===== config.mk =====
export PLATFORM = sky130hd
export DESIGN_NAME = unique_word_symbol_framer
export DESIGN_NICKNAME = d
export VERILOG_FILES = /design/src/design/framer_pkg.sv /design/src/design/unique_word_symbol_framer.sv /design/src/design/sync_word_mem.sv
export SDC_FILE = /design/constraint.sdc
export NUM_CORES = 2
export LEC_CHECK = 0
export BUFFER_PORTS_ARGS = -buffer_cell sky130_fd_sc_hd__buf_2
export CORE_MARGIN = 5
export CORE_UTILIZATION = 40
export DETAILED_ROUTE_END_ITERATION = 10
export PLACE_DENSITY = 0.62
export SLEW_MARGIN = 0
export SYNTH_ARGS = -nofsm -noshare
export SYNTH_HDL_FRONTEND = slang
export SYNTH_SLANG_ARGS = --single-unit

===== constraint.sdc =====
create_clock -name core_clk -period 18.8 [get_ports core_clk]
set_input_delay 2.82 -clock core_clk [delete_from_list [all_inputs] [get_ports core_clk]]
set_output_delay 2.82 -clock core_clk [all_outputs]
set_load 0.03 [all_outputs]

===== src/design/framer_pkg.sv =====
// Shared constants, register map and state encoding of the symbol framer
package framer_pkg;
  // ****************************************
  // Widths and rates
  // ****************************************
  localparam int SYM_WIDTH = 8;
  localparam int LEN_WIDTH = 16;
  localparam int MOD_W = 4;
  localparam int SW_DEPTH_DEF = 64;
  localparam int SYM_DIV_DEF = 4;
  localparam int AVS_AW = 6;
  // ****************************************
  // Register byte offsets
  // ****************************************
  localparam logic [5:0] OFS_CTRL = 6'h00;
  localparam logic [5:0] OFS_SYNC_LEN = 6'h04;
  localparam logic [5:0] OFS_PAY_LEN = 6'h08;
  localparam logic [5:0] OFS_END_LEN = 6'h0C;
  localparam logic [5:0] OFS_PILOT = 6'h10;
  localparam logic [5:0] OFS_RAMP = 6'h14;
  localparam logic [5:0] OFS_BLOCKS = 6'h18;
  localparam logic [5:0] OFS_FHI_LEN = 6'h1C;
  localparam logic [5:0] OFS_FHI_IVL = 6'h20;
  localparam logic [5:0] OFS_HDR_LEN = 6'h24;
  localparam logic [5:0] OFS_STATUS = 6'h28;
  localparam logic [5:0] OFS_SW_IDX = 6'h2C;
  localparam logic [5:0] OFS_SW_DATA = 6'h30;
  // ****************************************
  // Field positions
  // ****************************************
  localparam int CTRL_RUN = 0;
  localparam int CTRL_BURST = 1;
  localparam int CTRL_WIN = 2;
  localparam int CTRL_GO = 3;
  localparam int STAT_BUSY = 0;
  localparam int STAT_ORDER = 1;
  localparam int STAT_STATE_LSB = 4;
  // ****************************************
  // Values after reset
  // ****************************************
  localparam logic [15:0] RST_SYNC_LEN = 16'h0010;
  localparam logic [15:0] RST_PAY_LEN = 16'h0030;
  localparam logic [15:0] RST_END_LEN = 16'h0030;
  localparam logic [15:0] RST_PILOT = 16'h0000;
  localparam logic [15:0] RST_RAMP = 16'h0004;
  localparam logic [15:0] RST_BLOCKS = 16'h0001;
  localparam logic [15:0] RST_FHI_LEN = 16'h0000;
  localparam logic [15:0] RST_FHI_IVL = 16'h0001;
  localparam logic [15:0] RST_HDR_LEN = 16'h0010;
  // ****************************************
  // Symbol kinds and states
  // ****************************************
  localparam logic [2:0] KIND_ZERO = 3'h0;
  localparam logic [2:0] KIND_SYNC = 3'h1;
  localparam logic [2:0] KIND_PILOT = 3'h2;
  localparam logic [2:0] KIND_FHI = 3'h3;
  localparam logic [2:0] KIND_PAY = 3'h4;
  localparam logic [2:0] KIND_DUMMY = 3'h5;
  localparam logic [2:0] KIND_HDR = 3'h6;
  typedef enum logic [2:0] {
    ST_IDLE, ST_START, ST_RAMP_UP, ST_SYNC, ST_EXT, ST_PAY, ST_RAMP_DN
  } fr_state_t;
endpackage : framer_pkg


===== src/design/unique_word_symbol_framer.sv =====
// Transmit symbol framer: sync words, pilots, ramps, register slave
//
// Overview of operation
// - Modulation type may change at any symbol
// - Code units end where modulation region ends (the framer closes a payload unit only on pay_last, not on a mode change)
// - Several users share one region's coding unit
// - MAC header has fixed known block size
// - MAC header coded as its own unit
// - Empty payload filled with dummies, never stops
// - Sync words sent every interval regardless
// - Pilots are cyclic continuation of sync word
// - Pilot count ranges zero up to N
// - Continuous pilot count fixed while running
// - Bursts open and close with R-symbol ramps
// - Ramp-up feeds zero symbols, then burst
// - Short ramp-up: downstream window of length R
// - Ramp-down zeros follow final burst symbol
// - Short ramp-down: downstream window of length R
// - Sync word is U stored uncoded symbols
// - Burst middle alternates payload and sync words
// - All burst blocks length N except last
// - Last burst block has its own length
// - Burst lengths reconfigurable for each burst
// - Sync word length zero is supported
// - Header indication follows sync every I intervals
// - Groups ordered most robust first after header
//
// Local design decisions: the address map and register access over Avalon-MM.
`timescale 1ns/100ps
module unique_word_symbol_framer
  import framer_pkg::*;
#(
  parameter int SYM_W = SYM_WIDTH,
  parameter int LEN_W = LEN_WIDTH,
  parameter int SW_DEPTH = SW_DEPTH_DEF,
  parameter int SYM_DIV = SYM_DIV_DEF
)
(
  input logic core_clk,
  input logic rst_n,
  input logic [AVS_AW-1:0] avs_address,
  input logic avs_read,
  input logic avs_write,
  input logic [31:0] avs_writedata,
  output logic [31:0] avs_readdata,
  output logic avs_waitrequest,
  input logic [SYM_W-1:0] pay_data,
  input logic pay_valid,
  input logic pay_sof,
  input logic pay_last,
  input logic [MOD_W-1:0] pay_mod,
  output logic pay_ack,
  output logic [SYM_W-1:0] sym_data,
  output logic sym_valid,
  output logic [2:0] sym_kind,
  output logic [MOD_W-1:0] sym_mod,
  output logic sym_fec_end,
  output logic sym_ramp,
  output logic [LEN_W-1:0] sym_ramp_pos
);
  localparam int IW = $clog2(SW_DEPTH);
  localparam logic [7:0] DIV_LAST = 8'(SYM_DIV - 1);

  // ****************************************
  // State
  // ****************************************
  typedef struct packed {
    logic [7:0] div;
    logic run;
    logic burst;
    logic win;
    logic go;
    logic [LEN_W-1:0] u;
    logic [LEN_W-1:0] nlen;
    logic [LEN_W-1:0] nend;
    logic [LEN_W-1:0] p;
    logic [LEN_W-1:0] rlen;
    logic [LEN_W-1:0] blocks;
    logic [LEN_W-1:0] fh;
    logic [LEN_W-1:0] fi;
    logic [LEN_W-1:0] hl;
    logic [LEN_W-1:0] lu;
    logic [LEN_W-1:0] ln;
    logic [LEN_W-1:0] lnend;
    logic [LEN_W-1:0] lp;
    logic [LEN_W-1:0] lr;
    logic [LEN_W-1:0] lblocks;
    logic [LEN_W-1:0] lh;
    logic [LEN_W-1:0] li;
    logic [LEN_W-1:0] lhl;
    logic lwin;
    logic lburst;
    fr_state_t st;
    logic [LEN_W-1:0] cnt;
    logic [LEN_W-1:0] widx;
    logic [LEN_W-1:0] blk;
    logic [LEN_W-1:0] ivl;
    logic [LEN_W-1:0] hcnt;
    logic final_s;
    logic in_hdr;
    logic [MOD_W-1:0] last_mod;
    logic order_err;
    logic [IW-1:0] sw_idx;
    logic waitreq;
    logic [31:0] rdata;
    logic [SYM_W-1:0] sym_data;
    logic sym_valid;
    logic [2:0] sym_kind;
    logic [MOD_W-1:0] sym_mod;
    logic sym_fec_end;
    logic sym_ramp;
    logic [LEN_W-1:0] sym_ramp_pos;
    logic pay_ack;
  } state_t;

  state_t r;
  state_t next_r;
  logic sym_en;
  logic last_blk;
  logic is_fhi;
  logic [LEN_W-1:0] ext_cur;
  logic [LEN_W-1:0] blk_len;
  logic [LEN_W-1:0] pay_len;
  logic [SYM_W-1:0] mem_rd;
  logic mem_we;

  // Symbol-rate enable from the clock divider
  assign sym_en = (r.div == '0);
  assign last_blk = r.lburst && (r.blk == r.lblocks - 1'b1);
  assign is_fhi = !r.lburst && (r.ivl == '0) && (r.lh != '0);
  assign ext_cur = is_fhi ? r.lh : r.lp;
  assign blk_len = last_blk ? r.lnend : r.ln;
  // Pilots sit inside the N-symbol interval, so payload shrinks by them
  assign pay_len = (blk_len > ext_cur) ? blk_len - ext_cur : '0;
  assign mem_we = avs_write && !r.waitreq && (avs_address == OFS_SW_DATA);

  sync_word_mem #(
    .W(SYM_W),
    .DEPTH(SW_DEPTH)
  ) u_sync_mem (
    .core_clk(core_clk),
    .rst_n(rst_n),
    .wr_en(mem_we),
    .wr_addr(r.sw_idx),
    .wr_data(avs_writedata[SYM_W-1:0]),
    .rd_addr(r.widx[IW-1:0]),
    .rd_data(mem_rd)
  );

  // State that follows a finished sync word (zero-length parts skipped)
  function automatic fr_state_t after_sync(input state_t x, input logic fin,
    input logic [LEN_W-1:0] iv, input logic [LEN_W-1:0] bk);
    logic [LEN_W-1:0] e;
    logic [LEN_W-1:0] bl;
    e = (!x.lburst && iv == '0 && x.lh != '0) ? x.lh : x.lp;
    bl = (x.lburst && bk == x.lblocks - 1'b1) ? x.lnend : x.ln;
    if (fin)
      after_sync = (x.lr != '0) ? ST_RAMP_DN : ST_IDLE;
    else if (e != '0)
      after_sync = ST_EXT;
    else if (bl != '0)
      after_sync = ST_PAY;
    else
      after_sync = ST_SYNC;
  endfunction : after_sync

  // ****************************************
  // Next-state logic
  // ****************************************
  always_comb
  begin
    logic blk_done;
    logic hdr_now;
    logic oset;
    logic [LEN_W-1:0] hc;
    logic [31:0] rd_mux;
    blk_done = 1'b0;
    oset = 1'b0;
    hdr_now = r.in_hdr | pay_sof;
    hc = pay_sof ? '0 : r.hcnt;
    rd_mux = '0;
    next_r = r;
    next_r.div = sym_en ? DIV_LAST : r.div - 1'b1;
    next_r.pay_ack = 1'b0;
    if (sym_en)
    begin
      next_r.sym_valid = 1'b1;
      next_r.sym_data = '0;
      next_r.sym_kind = KIND_ZERO;
      next_r.sym_fec_end = 1'b0;
      next_r.sym_ramp = 1'b0;
      next_r.sym_ramp_pos = r.cnt;
      next_r.cnt = r.cnt + 1'b1;
      next_r.widx = (r.widx == r.lu - 1'b1) ? '0 : r.widx + 1'b1;
      case (r.st)
        ST_IDLE:
        begin
          next_r.sym_valid = 1'b0;
          next_r.cnt = '0;
          if ((r.run && !r.burst) || (r.burst && r.go))
          begin
            // Lengths frozen here; register writes later wait for next start
            next_r.lu = r.u;
            next_r.ln = r.nlen;
            next_r.lnend = r.nend;
            next_r.lp = r.p;
            next_r.lr = r.rlen;
            next_r.lblocks = r.blocks;
            next_r.lh = r.fh;
            next_r.li = r.fi;
            next_r.lhl = r.hl;
            next_r.lwin = r.win;
            next_r.lburst = r.burst;
            next_r.go = 1'b0;
            next_r.blk = '0;
            next_r.ivl = '0;
            next_r.final_s = 1'b0;
            next_r.in_hdr = 1'b0;
            next_r.last_mod = '0;
            next_r.st = ST_START;
          end
        end
        ST_START:
        begin
          next_r.sym_valid = 1'b0;
          next_r.cnt = '0;
          next_r.widx = '0;
          if (r.lburst && r.lr != '0)
            next_r.st = ST_RAMP_UP;
          else
            next_r.st = (r.lu != '0) ? ST_SYNC : after_sync(r, 1'b0, r.ivl, r.blk);
        end
        ST_RAMP_UP:
        begin
          // Zero symbols fill the filter; window gate drives shaping downstream
          next_r.sym_ramp = r.lwin;
          if (r.cnt == r.lr - 1'b1)
          begin
            next_r.cnt = '0;
            next_r.widx = '0;
            next_r.st = (r.lu != '0) ? ST_SYNC : after_sync(r, 1'b0, r.ivl, r.blk);
          end
        end
        ST_SYNC:
        begin
          next_r.sym_data = mem_rd;
          next_r.sym_kind = KIND_SYNC;
          if (r.cnt == r.lu - 1'b1)
          begin
            next_r.cnt = '0;
            next_r.widx = '0;
            next_r.st = after_sync(r, r.final_s, r.ivl, r.blk);
          end
        end
        ST_EXT:
        begin
          next_r.sym_data = (r.lu != '0) ? mem_rd : '0;
          next_r.sym_kind = is_fhi ? KIND_FHI : KIND_PILOT;
          if (r.cnt == ext_cur - 1'b1)
          begin
            next_r.cnt = '0;
            if (pay_len != '0)
              next_r.st = ST_PAY;
            else
              blk_done = 1'b1;
          end
        end
        ST_PAY:
        begin
          if (pay_valid)
          begin
            // Mode changes pass through on any symbol
            next_r.sym_data = pay_data;
            next_r.sym_mod = pay_mod;
            next_r.pay_ack = 1'b1;
            if (hdr_now)
            begin
              next_r.sym_kind = KIND_HDR;
              next_r.hcnt = hc + 1'b1;
              next_r.sym_fec_end = (hc == r.lhl - 1'b1);
              next_r.in_hdr = (hc != r.lhl - 1'b1);
              next_r.last_mod = '0;
            end
            else
            begin
              next_r.sym_kind = KIND_PAY;
              // Mixed users share the unit; only region end closes it
              next_r.sym_fec_end = pay_last;
              if (pay_mod < r.last_mod)
                oset = 1'b1;
              next_r.last_mod = pay_mod;
            end
          end
          else
          begin
            next_r.sym_kind = KIND_DUMMY;
          end
          if (r.cnt == pay_len - 1'b1)
            blk_done = 1'b1;
        end
        ST_RAMP_DN:
        begin
          next_r.sym_ramp = r.lwin;
          if (r.cnt == r.lr - 1'b1)
          begin
            next_r.cnt = '0;
            next_r.st = ST_IDLE;
          end
        end
        default:
        begin
          next_r.st = ST_IDLE;
        end
      endcase
      if (blk_done)
      begin
        next_r.cnt = '0;
        next_r.widx = '0;
        if (r.lburst)
        begin
          next_r.final_s = last_blk;
          next_r.blk = last_blk ? r.blk : r.blk + 1'b1;
        end
        else
        begin
          next_r.ivl = (r.ivl >= r.li - 1'b1) ? '0 : r.ivl + 1'b1;
        end
        // With no sync word the next block or ramp follows at once
        next_r.st = (r.lu != '0) ? ST_SYNC :
          after_sync(r, last_blk, next_r.ivl, next_r.blk);
        if (!r.lburst && !r.run)
          next_r.st = ST_IDLE;
      end
    end
    if (oset)
      next_r.order_err = 1'b1;

    // ****************************************
    // Register slave: one wait cycle per access
    // ****************************************
    next_r.waitreq = !((avs_read || avs_write) && r.waitreq);
    case (avs_address)
      OFS_CTRL:
        rd_mux[CTRL_WIN:CTRL_RUN] = {r.win, r.burst, r.run};
      OFS_SYNC_LEN:
        rd_mux[LEN_W-1:0] = r.u;
      OFS_PAY_LEN:
        rd_mux[LEN_W-1:0] = r.nlen;
      OFS_END_LEN:
        rd_mux[LEN_W-1:0] = r.nend;
      OFS_PILOT:
        rd_mux[LEN_W-1:0] = r.p;
      OFS_RAMP:
        rd_mux[LEN_W-1:0] = r.rlen;
      OFS_BLOCKS:
        rd_mux[LEN_W-1:0] = r.blocks;
      OFS_FHI_LEN:
        rd_mux[LEN_W-1:0] = r.fh;
      OFS_FHI_IVL:
        rd_mux[LEN_W-1:0] = r.fi;
      OFS_HDR_LEN:
        rd_mux[LEN_W-1:0] = r.hl;
      OFS_STATUS:
      begin
        rd_mux[STAT_BUSY] = (r.st != ST_IDLE);
        rd_mux[STAT_ORDER] = r.order_err;
        rd_mux[STAT_STATE_LSB +: 3] = r.st;
      end
      OFS_SW_IDX:
        rd_mux[IW-1:0] = r.sw_idx;
      default:
        rd_mux = '0;
    endcase
    if (avs_read && r.waitreq)
      next_r.rdata = rd_mux;
    if (avs_write && !r.waitreq)
    begin
      case (avs_address)
        OFS_CTRL:
        begin
          next_r.run = avs_writedata[CTRL_RUN];
          next_r.burst = avs_writedata[CTRL_BURST];
          next_r.win = avs_writedata[CTRL_WIN];
          if (avs_writedata[CTRL_GO])
            next_r.go = 1'b1;
        end
        OFS_SYNC_LEN:
          next_r.u = avs_writedata[LEN_W-1:0];
        OFS_PAY_LEN:
          next_r.nlen = avs_writedata[LEN_W-1:0];
        OFS_END_LEN:
          next_r.nend = avs_writedata[LEN_W-1:0];
        OFS_PILOT:
          next_r.p = avs_writedata[LEN_W-1:0];
        OFS_RAMP:
          next_r.rlen = avs_writedata[LEN_W-1:0];
        OFS_BLOCKS:
          next_r.blocks = avs_writedata[LEN_W-1:0];
        OFS_FHI_LEN:
          next_r.fh = avs_writedata[LEN_W-1:0];
        OFS_FHI_IVL:
          next_r.fi = avs_writedata[LEN_W-1:0];
        OFS_HDR_LEN:
          next_r.hl = avs_writedata[LEN_W-1:0];
        OFS_STATUS:
          // A new order fault in the same cycle outlives the clear
          if (avs_writedata[STAT_ORDER] && !oset)
            next_r.order_err = 1'b0;
        OFS_SW_IDX:
          next_r.sw_idx = avs_writedata[IW-1:0];
        OFS_SW_DATA:
          next_r.sw_idx = r.sw_idx + 1'b1;
        default:
        begin
        end
      endcase
    end
  end

  always_ff @(posedge core_clk or negedge rst_n)
  begin
    if (!rst_n)
    begin
      r <= '0;
      r.waitreq <= 1'b1;
      r.u <= LEN_W'(RST_SYNC_LEN);
      r.nlen <= LEN_W'(RST_PAY_LEN);
      r.nend <= LEN_W'(RST_END_LEN);
      r.p <= LEN_W'(RST_PILOT);
      r.rlen <= LEN_W'(RST_RAMP);
      r.blocks <= LEN_W'(RST_BLOCKS);
      r.fh <= LEN_W'(RST_FHI_LEN);
      r.fi <= LEN_W'(RST_FHI_IVL);
      r.hl <= LEN_W'(RST_HDR_LEN);
    end
    else
      r <= next_r;
  end

  assign avs_readdata = r.rdata;
  assign avs_waitrequest = r.waitreq;
  assign pay_ack = r.pay_ack;
  assign sym_data = r.sym_data;
  assign sym_valid = r.sym_valid;
  assign sym_kind = r.sym_kind;
  assign sym_mod = r.sym_mod;
  assign sym_fec_end = r.sym_fec_end;
  assign sym_ramp = r.sym_ramp;
  assign sym_ramp_pos = r.sym_ramp_pos;
endmodule : unique_word_symbol_framer


===== src/design/sync_word_mem.sv =====
// Sync word symbol store with registered read port
`timescale 1ns/100ps
module sync_word_mem
#(
  parameter int W = 8,
  parameter int DEPTH = 64
)
(
  input logic core_clk,
  input logic rst_n,
  input logic wr_en,
  input logic [$clog2(DEPTH)-1:0] wr_addr,
  input logic [W-1:0] wr_data,
  input logic [$clog2(DEPTH)-1:0] rd_addr,
  output logic [W-1:0] rd_data
);
  typedef struct packed {
    logic [DEPTH-1:0][W-1:0] mem;
    logic [W-1:0] rd;
  } mem_state_t;

  mem_state_t r;
  mem_state_t next_r;

  always_comb
  begin
    next_r = r;
    next_r.rd = r.mem[rd_addr];
    if (wr_en)
      next_r.mem[wr_addr] = wr_data;
  end

  always_ff @(posedge core_clk or negedge rst_n)
  begin
    if (!rst_n)
      r <= '0;
    else
      r <= next_r;
  end

  assign rd_data = r.rd;
endmodule : sync_word_mem


Word-level counts from Yosys, hierarchy flattened
Index checks and enable logic that the tools add are counted.
{"block": "word_totals", "reg_bits": 970, "in_bits": 57, "output_inout_bits": 68, "wordCells": 332}
{"block": "classes", "add_sub_neg": 15, "magnitude_cmp": 6, "n_eq_ne": 37, "mux": 103, "bitwise_logic": 1, "n_reduce_logical": 59}
{"cell": "512-bit bitwise mux", "n": 1}
{"cell": "16-bit two-way mux", "n": 24}
{"cell": "145-bit two-way mux", "n": 1}
{"cell": "16-bit == test", "n": 8}
{"cell": "16-bit nonzero test", "n": 8}
{"cell": "16-bit by 1-bit subtractor with 16-bit output, second input constant", "n": 7}
{"cell": "9-bit case mux with 9 select lines", "n": 1}
{"cell": "16-bit by 1-bit adder with 16-bit output, second input constant", "n": 5}
{"cell": "16-bit case mux with 5 select lines", "n": 1}
{"cell": "35-bit two-way mux", "n": 2}
{"cell": "67-bit two-way mux", "n": 1}
{"cell": "32-bit two-way mux", "n": 2}
{"cell": "8-bit binary-select mux with 6-bit select", "n": 1}
{"cell": "8-bit demux with 6-bit select", "n": 1}
{"cell": "16-bit case mux with 3 select lines", "n": 1}
{"cell": "3-bit two-way mux", "n": 14}
{"cell": "8-bit two-way mux", "n": 5}
{"cell": "19-bit two-way mux", "n": 2}
{"cell": "16-bit logical NOT", "n": 2}
{"cell": "6-bit == test, second input constant", "n": 5}
{"cell": "1-bit two-way mux", "n": 30}
{"cell": "6-bit by 5-bit == test with 1-bit output, second input constant", "n": 4}
{"cell": "2-bit case mux with 12 select lines", "n": 1}
{"cell": "8-bit case mux with 3 select lines", "n": 1}
{"cell": "44 further kinds", "n": 93}

Longest topological paths before layout
{"block": "logic_depth", "ltp_word": 23, "mapped_depth": 40, "mapped_depth_nobuf": 29}

By module
Synthesis repeated with hierarchy kept, for this count alone.
{"block": "hier_totals", "cells_unflattened": 4785, "area_unflattened_um2": 52196.3}
{"mod": "unique_word_symbol_framer", "n_inst": 1, "cells_per_inst": 3291, "area_per_inst_um2": 28428.5, "seq_area_each_um2": 11273.3}
{"mod": "sync_word_mem", "n_inst": 1, "cells_per_inst": 1494, "area_per_inst_um2": 23767.8, "seq_area_each_um2": 13012.5}

Least setup slack after synthesis
No wires, ideal clock.
{"block": "synth_path", "path_kind": "register to register", "from": "register r[214] in the netlist's numbering", "to": "register r[119] in the netlist's numbering", "setup_ns": 0.121, "arrival_ns": 8.551, "t_required_ns": 18.679, "slack_ns": 10.128, "path_stages_with_launch": 37, "n_path_buf": 9, "period_less_slack_ns": 8.672, "cell_sequence": "dfrtp_1 clkbuf_1 inv_1 ha_1 or4b_1 clkbuf_1 nor4_2 o2111ai_1 nor4_1 nand4_1 buf_2 nor2_1 clkbuf_1 mux2i_1 ha_1 fa_1 nor2b_1 o211ai_1 a211o_1 a21oi_1 clkbuf_1 clkbuf_1 buf_1 nand2b_1 ha_1 xnor2_1 a311oi_1 o21ai_0 nor3b_1 nand4_1 or4b_1 a2111o_1 o22ai_1 buf_2 o21ai_1 buf_2 a22o_1"}
{"block": "synth_between", "elab_chain_cells": 12, "elab_cells_between_ends": 20, "classes_between": "add/sub: 3; order compare: 1; eq/ne: 2; mux: 12; reduce/logical: 2"}
{"item": "start: declaration", "line_no": "unique_word_symbol_framer.sv:116", "rtl": "state_t r;"}
{"item": "start signal: assignment", "line_no": "unique_word_symbol_framer.sv:437", "rtl": "r <= next_r;"}
{"item": "16-bit by 1-bit subtractor with 16-bit output (*)", "line_no": "unique_word_symbol_framer.sv:129", "rtl": "assign last_blk = r.lburst && (r.blk == r.lblocks - 1'b1);"}
{"item": "16-bit == test (*)", "line_no": "unique_word_symbol_framer.sv:129"}
{"item": "1-bit logical AND (*)", "line_no": "unique_word_symbol_framer.sv:129"}
{"item": "16-bit two-way mux", "line_no": "unique_word_symbol_framer.sv:132", "rtl": "assign blk_len = last_blk ? r.lnend : r.ln;"}
{"item": "16-bit subtractor or 16-bit > comparator (tied branches)", "line_no": "unique_word_symbol_framer.sv:134", "rtl": "assign pay_len = (blk_len > ext_cur) ? blk_len - ext_cur : '0;"}
{"item": "16-bit two-way mux", "line_no": "unique_word_symbol_framer.sv:134"}
{"item": "16-bit by 1-bit subtractor with 16-bit output or 16-bit nonzero test (tied branches)", "line_no": "unique_word_symbol_framer.sv:298, unique_word_symbol_framer.sv:262"}
{"item": "16-bit == test or 1-bit two-way mux (tied branches)", "line_no": "unique_word_symbol_framer.sv:298, unique_word_symbol_framer.sv:262"}
{"item": "1-bit two-way mux (on tied branches)", "line_no": "unique_word_symbol_framer.sv:298, unique_word_symbol_framer.sv:259"}
{"item": "1-bit case mux with 2 select lines", "line_no": "unique_word_symbol_framer.sv:195", "rtl": "case (r.st)"}
{"item": "1-bit two-way mux", "line_no": "unique_word_symbol_framer.sv:185", "rtl": "if (sym_en)"}
{"item": "67-bit two-way mux (*)", "line_no": "unique_word_symbol_framer.sv:315", "rtl": "if (blk_done)"}
Mark *: on every way between the ends. The rest lies on a longest branch, timed or not. The select of a mux whose other input is x is not followed.
A chain may end at the register's enable or synchronous reset.

Final worst setup path
{"block": "layout_path", "from": "register r[214] in the netlist's numbering", "to": "register r[144] in the netlist's numbering"}
{"block": "layout_between", "elab_chain_cells": 12, "elab_cells_between_ends": 16, "classes_between": "add/sub: 3; order compare: 1; eq/ne: 2; mux: 8; reduce/logical: 2"}
{"item": "16-bit by 1-bit subtractor with 16-bit output (*)", "line_no": "unique_word_symbol_framer.sv:129"}
{"item": "16-bit == test (*)", "line_no": "unique_word_symbol_framer.sv:129"}
{"item": "1-bit logical AND (*)", "line_no": "unique_word_symbol_framer.sv:129"}
{"item": "16-bit two-way mux (*)", "line_no": "unique_word_symbol_framer.sv:132"}
{"item": "16-bit subtractor or 16-bit > comparator (tied branches)", "line_no": "unique_word_symbol_framer.sv:134"}
{"item": "16-bit two-way mux (*)", "line_no": "unique_word_symbol_framer.sv:134"}
{"item": "16-bit by 1-bit subtractor with 16-bit output or 16-bit nonzero test (tied branches)", "line_no": "unique_word_symbol_framer.sv:298, unique_word_symbol_framer.sv:262"}
{"item": "16-bit == test or 1-bit two-way mux (tied branches)", "line_no": "unique_word_symbol_framer.sv:298, unique_word_symbol_framer.sv:262"}
{"item": "1-bit two-way mux (on tied branches)", "line_no": "unique_word_symbol_framer.sv:298, unique_word_symbol_framer.sv:259"}
{"item": "1-bit case mux with 2 select lines (*)", "line_no": "unique_word_symbol_framer.sv:195"}
{"item": "1-bit two-way mux (*)", "line_no": "unique_word_symbol_framer.sv:185"}
{"item": "67-bit two-way mux (*)", "line_no": "unique_word_symbol_framer.sv:315"}
Marked as above.

==> qor.yml <==
grt:
  grt_pass1_wl_mm: 224.7
  grt_pass1_vias: 36319
  track_usage: 0.2106
  antenna_found_initial: 7
  gr-total-overflow: 0
  grt_max_degree: 171
route:
  drcViolationCount: 0
  routed_wl_mm: 144.5
  drt_iter0_drc: 3239
  vias: 36760
  wl_per_cell_um: 22.81
  ant_nets: 0
  first_pass_iters: 8
  avgViaCountPerCell: 5.803
place:
  gpl.final_weighted_congestion: 0.8899
  dp_hpwl_mm: 99.82
  portBuffers: 92
floorplanning:
  die_area_mm2: 0.1359
  die-height_um: 368.6
  coreArea_mm2: 0.1277
  start_util: 0.4028
  die_x_um: 368.6
  io_pins: 125
  placement_rows: 131
timing:
  hold_ws_ns: 0.4628
  finClkSkew_ns: 0.05708
  setup_viol: 0
  tns_ns: 0
  tightest_slew_ns: 1.240
  final-hold-violation-count: 0
  rsz0062_at_grt: "false"
  max_freq_mhz: 97.16
  drv_slew: 0
  slew_headroom: 0.1643
  post-route-period-util: 0.5475
  fin_crit_ns: 10.29
worst_setup_path:
  critPathKind: "flip-flop to flip-flop"
  slowest_stage: "or2_1"
  critical_path_required_ns: 19.40
  cpPeakStageDelay_ns: 0.67
  crit_arrival_ns: 10.89
  critPathMaxFanout: 29
  cp-end-kind: "flip-flop"
  startpoint_type: "flip-flop"
pwr:
  power.internal_mw: 4.158
  p_leak_nw: 26.90
  seq_power_share: 0.365
  switching_share: 0.3352
  p_total_mw: 6.254
  p_per_area_mw_per_mm2: 110.4
  p_clk_frac: 0.350
  power_switching_mw: 2.096
  ir_drop_v: 0.00008664
  power_frac_comb: 0.286
synthesis:
  synth_top_cell_area_share: 0.4671
  synth_largest_area_cell: "dfrtp_1"
  netlist_top_cells_count: "960 x dfrtp_1, 811 x nand2_1, 618 x mux2_2"
  yosysSeqAreaShare: 0.4722
  synth_edf_count: 0
  synth_area_mm2: 0.05143
  synthFlopType: "dfrtp_1"
  yosysMostFrequentCell: "dfrtp_1"
  synth_seq_cells: 970
  syn_area_per_cell_um2: 11.01
  async_flop_share: 1.000
  ys_warn_count: 0
  netlist_instances: 4670
  ys_top_cells_by_area: "dfrtp_1 47%, mux2_2 14%, mux4_2 7.4%"
  synth.distinct_cells: 98
cts:
  cts_tree: "built"
  cts_buffers: 103
  ctsResizeCount: 0
  h-tree-depth: 3
  postCtsSetupBuffers: 0
  cts_sinks: 970
  clock_latency_ns: 0.72
  cts-root-buf: "clkbuf_16"
  postCtsHoldBufs: 0
  clk_pin_slew_ns: 0.06
  clockBufferDepth: 3
outcome:
  status: "finished, final reports clean"
finish:
  utilization: 0.4437
  nets: 4690
  drive_gt1_frac: 0.2504
  synthToLayoutAreaGrowth_pct: 10.15
hold_path:
  hp-class: "flip-flop to flip-flop"
run:
  max-cap-violations: 0
area by class of cell:
cell class	count	area, um^2
sequential	970	24290
clock inverter	47	675.6
clock buffer	145	3018
tap	1662	2079
antenna	4	10.01
timing repair buffer	149	923.4
inverter	69	259.0
multi-input combinational	3289	25390
fill	11827	71030
power by group through the flow:
stage               sequential [mW]  clock [mW]  combinational, mW
floorplan                      2.25           0               1.36
global placement               2.31           0               1.75
detailed placement             2.32           0               1.77
CTS                            2.28        2.23               1.78
global route                   2.29        2.32               1.95
finish                         2.28        2.19               1.79
path summary, 6_finish.rpt:
check,start,endpoint,slack [ns],depth (start not counted)
min,r[458],r[458],0.46,1
max in group asynchronous,rst_n,sym_data[1],13.28,4
min in group asynchronous,rst_n,avs_readdata[14],2.22,1
min reg2reg,r[458],r[458],0.46,1
max,r[214],r[144],8.51,32
max reg2reg,r[214],r[144],8.51,32
layout by cell type (no fill, tap or decap), types with 21 or more instances in the layout:
cell and n:
dfrtp_1 957, nand2_1 810, mux2_2 618, o21ai_0 203
nor2_1 188, mux4_2 168, xnor2_1 130, a21oi_1 105
clkbuf_16 105, nor3_1 92, buf_2 91, xor2_1 68
inv_1 67, nand3_1 63, nor4_1 56, mux2i_1 56
buf_4 55, ha_1 50, nand4_1 47, and3_1 43
nor2b_1 37, a31oi_1 35, a21o_1 33, a222oi_1 30
nand2b_1 29, or3_1 24, clkbuf_8 24, clkinv_2 23
a211oi_1 21
sequential cells by signal, summed over array words and instances (netlist names), 3 cells and up:
name	cells
avs_readdata	16
u_sync_mem.rd_data	8
sym_ramp_pos	16
sym_kind	3
sym_mod	4
sym_data	8
u_sync_mem.r	512
r	398
logic make-up (layout without fill, tap and decap cells):
family,Yosys count,in the layout,synth area share
AOI/OAI and AO/OA,638,638,0.08252
xor gates and xnor gates,209,209,0.03844
adders and majority gates,51,51,0.01255
buffers and inverters,426,410,0.03627
DFF,970,970,0.4722
muxes,842,842,0.2198
other,1,20,0.00007291
and+or+nand+nor,1533,1533,0.1382
critical path, delay by kind of cell (launching register included):
kind / cells / cell delay [ns]
AND/OR/NAND/NOR: 11 / 4.02
AO/OA/AOI/OAI: 10 / 2.35
buffers and inverters: 5 / 1.41
adder cells (fa/ha/maj): 4 / 1.28
multiplexers: 2 / 0.60
flip-flops: 1 / 0.46
through the flow:
| step | cell area, um^2 | setup WS, ns | std cells |
|---|---|---|---|
| 5_1_grt | 56640 | 7.723 | 6332 |
| 3_5_place_dp | 52950 | 8.715 | 6139 |
| 3_3_place_gp | 52950 | 8.768 | 6139 |
| 2_1_floorplan | 51490 | 10.13 | 4685 |
| 4_1_cts | 56640 | 8.681 | 6331 |
| 6_report | 56650 | 8.508 | 6335 |
layer usage:
metal  part of all wire  wire, um  GRT usage  vias to the layer above
met5            0.00017        24          0                        -
met2               0.47     67720     0.3379                     1061
met1               0.43     62480     0.2889                    18886
met3              0.066      9465    0.04328                      238
li1                   -         -          -                    16571
met4              0.033      4800    0.06531                        4
Note: power is estimated with default switching activity, not from simulation.
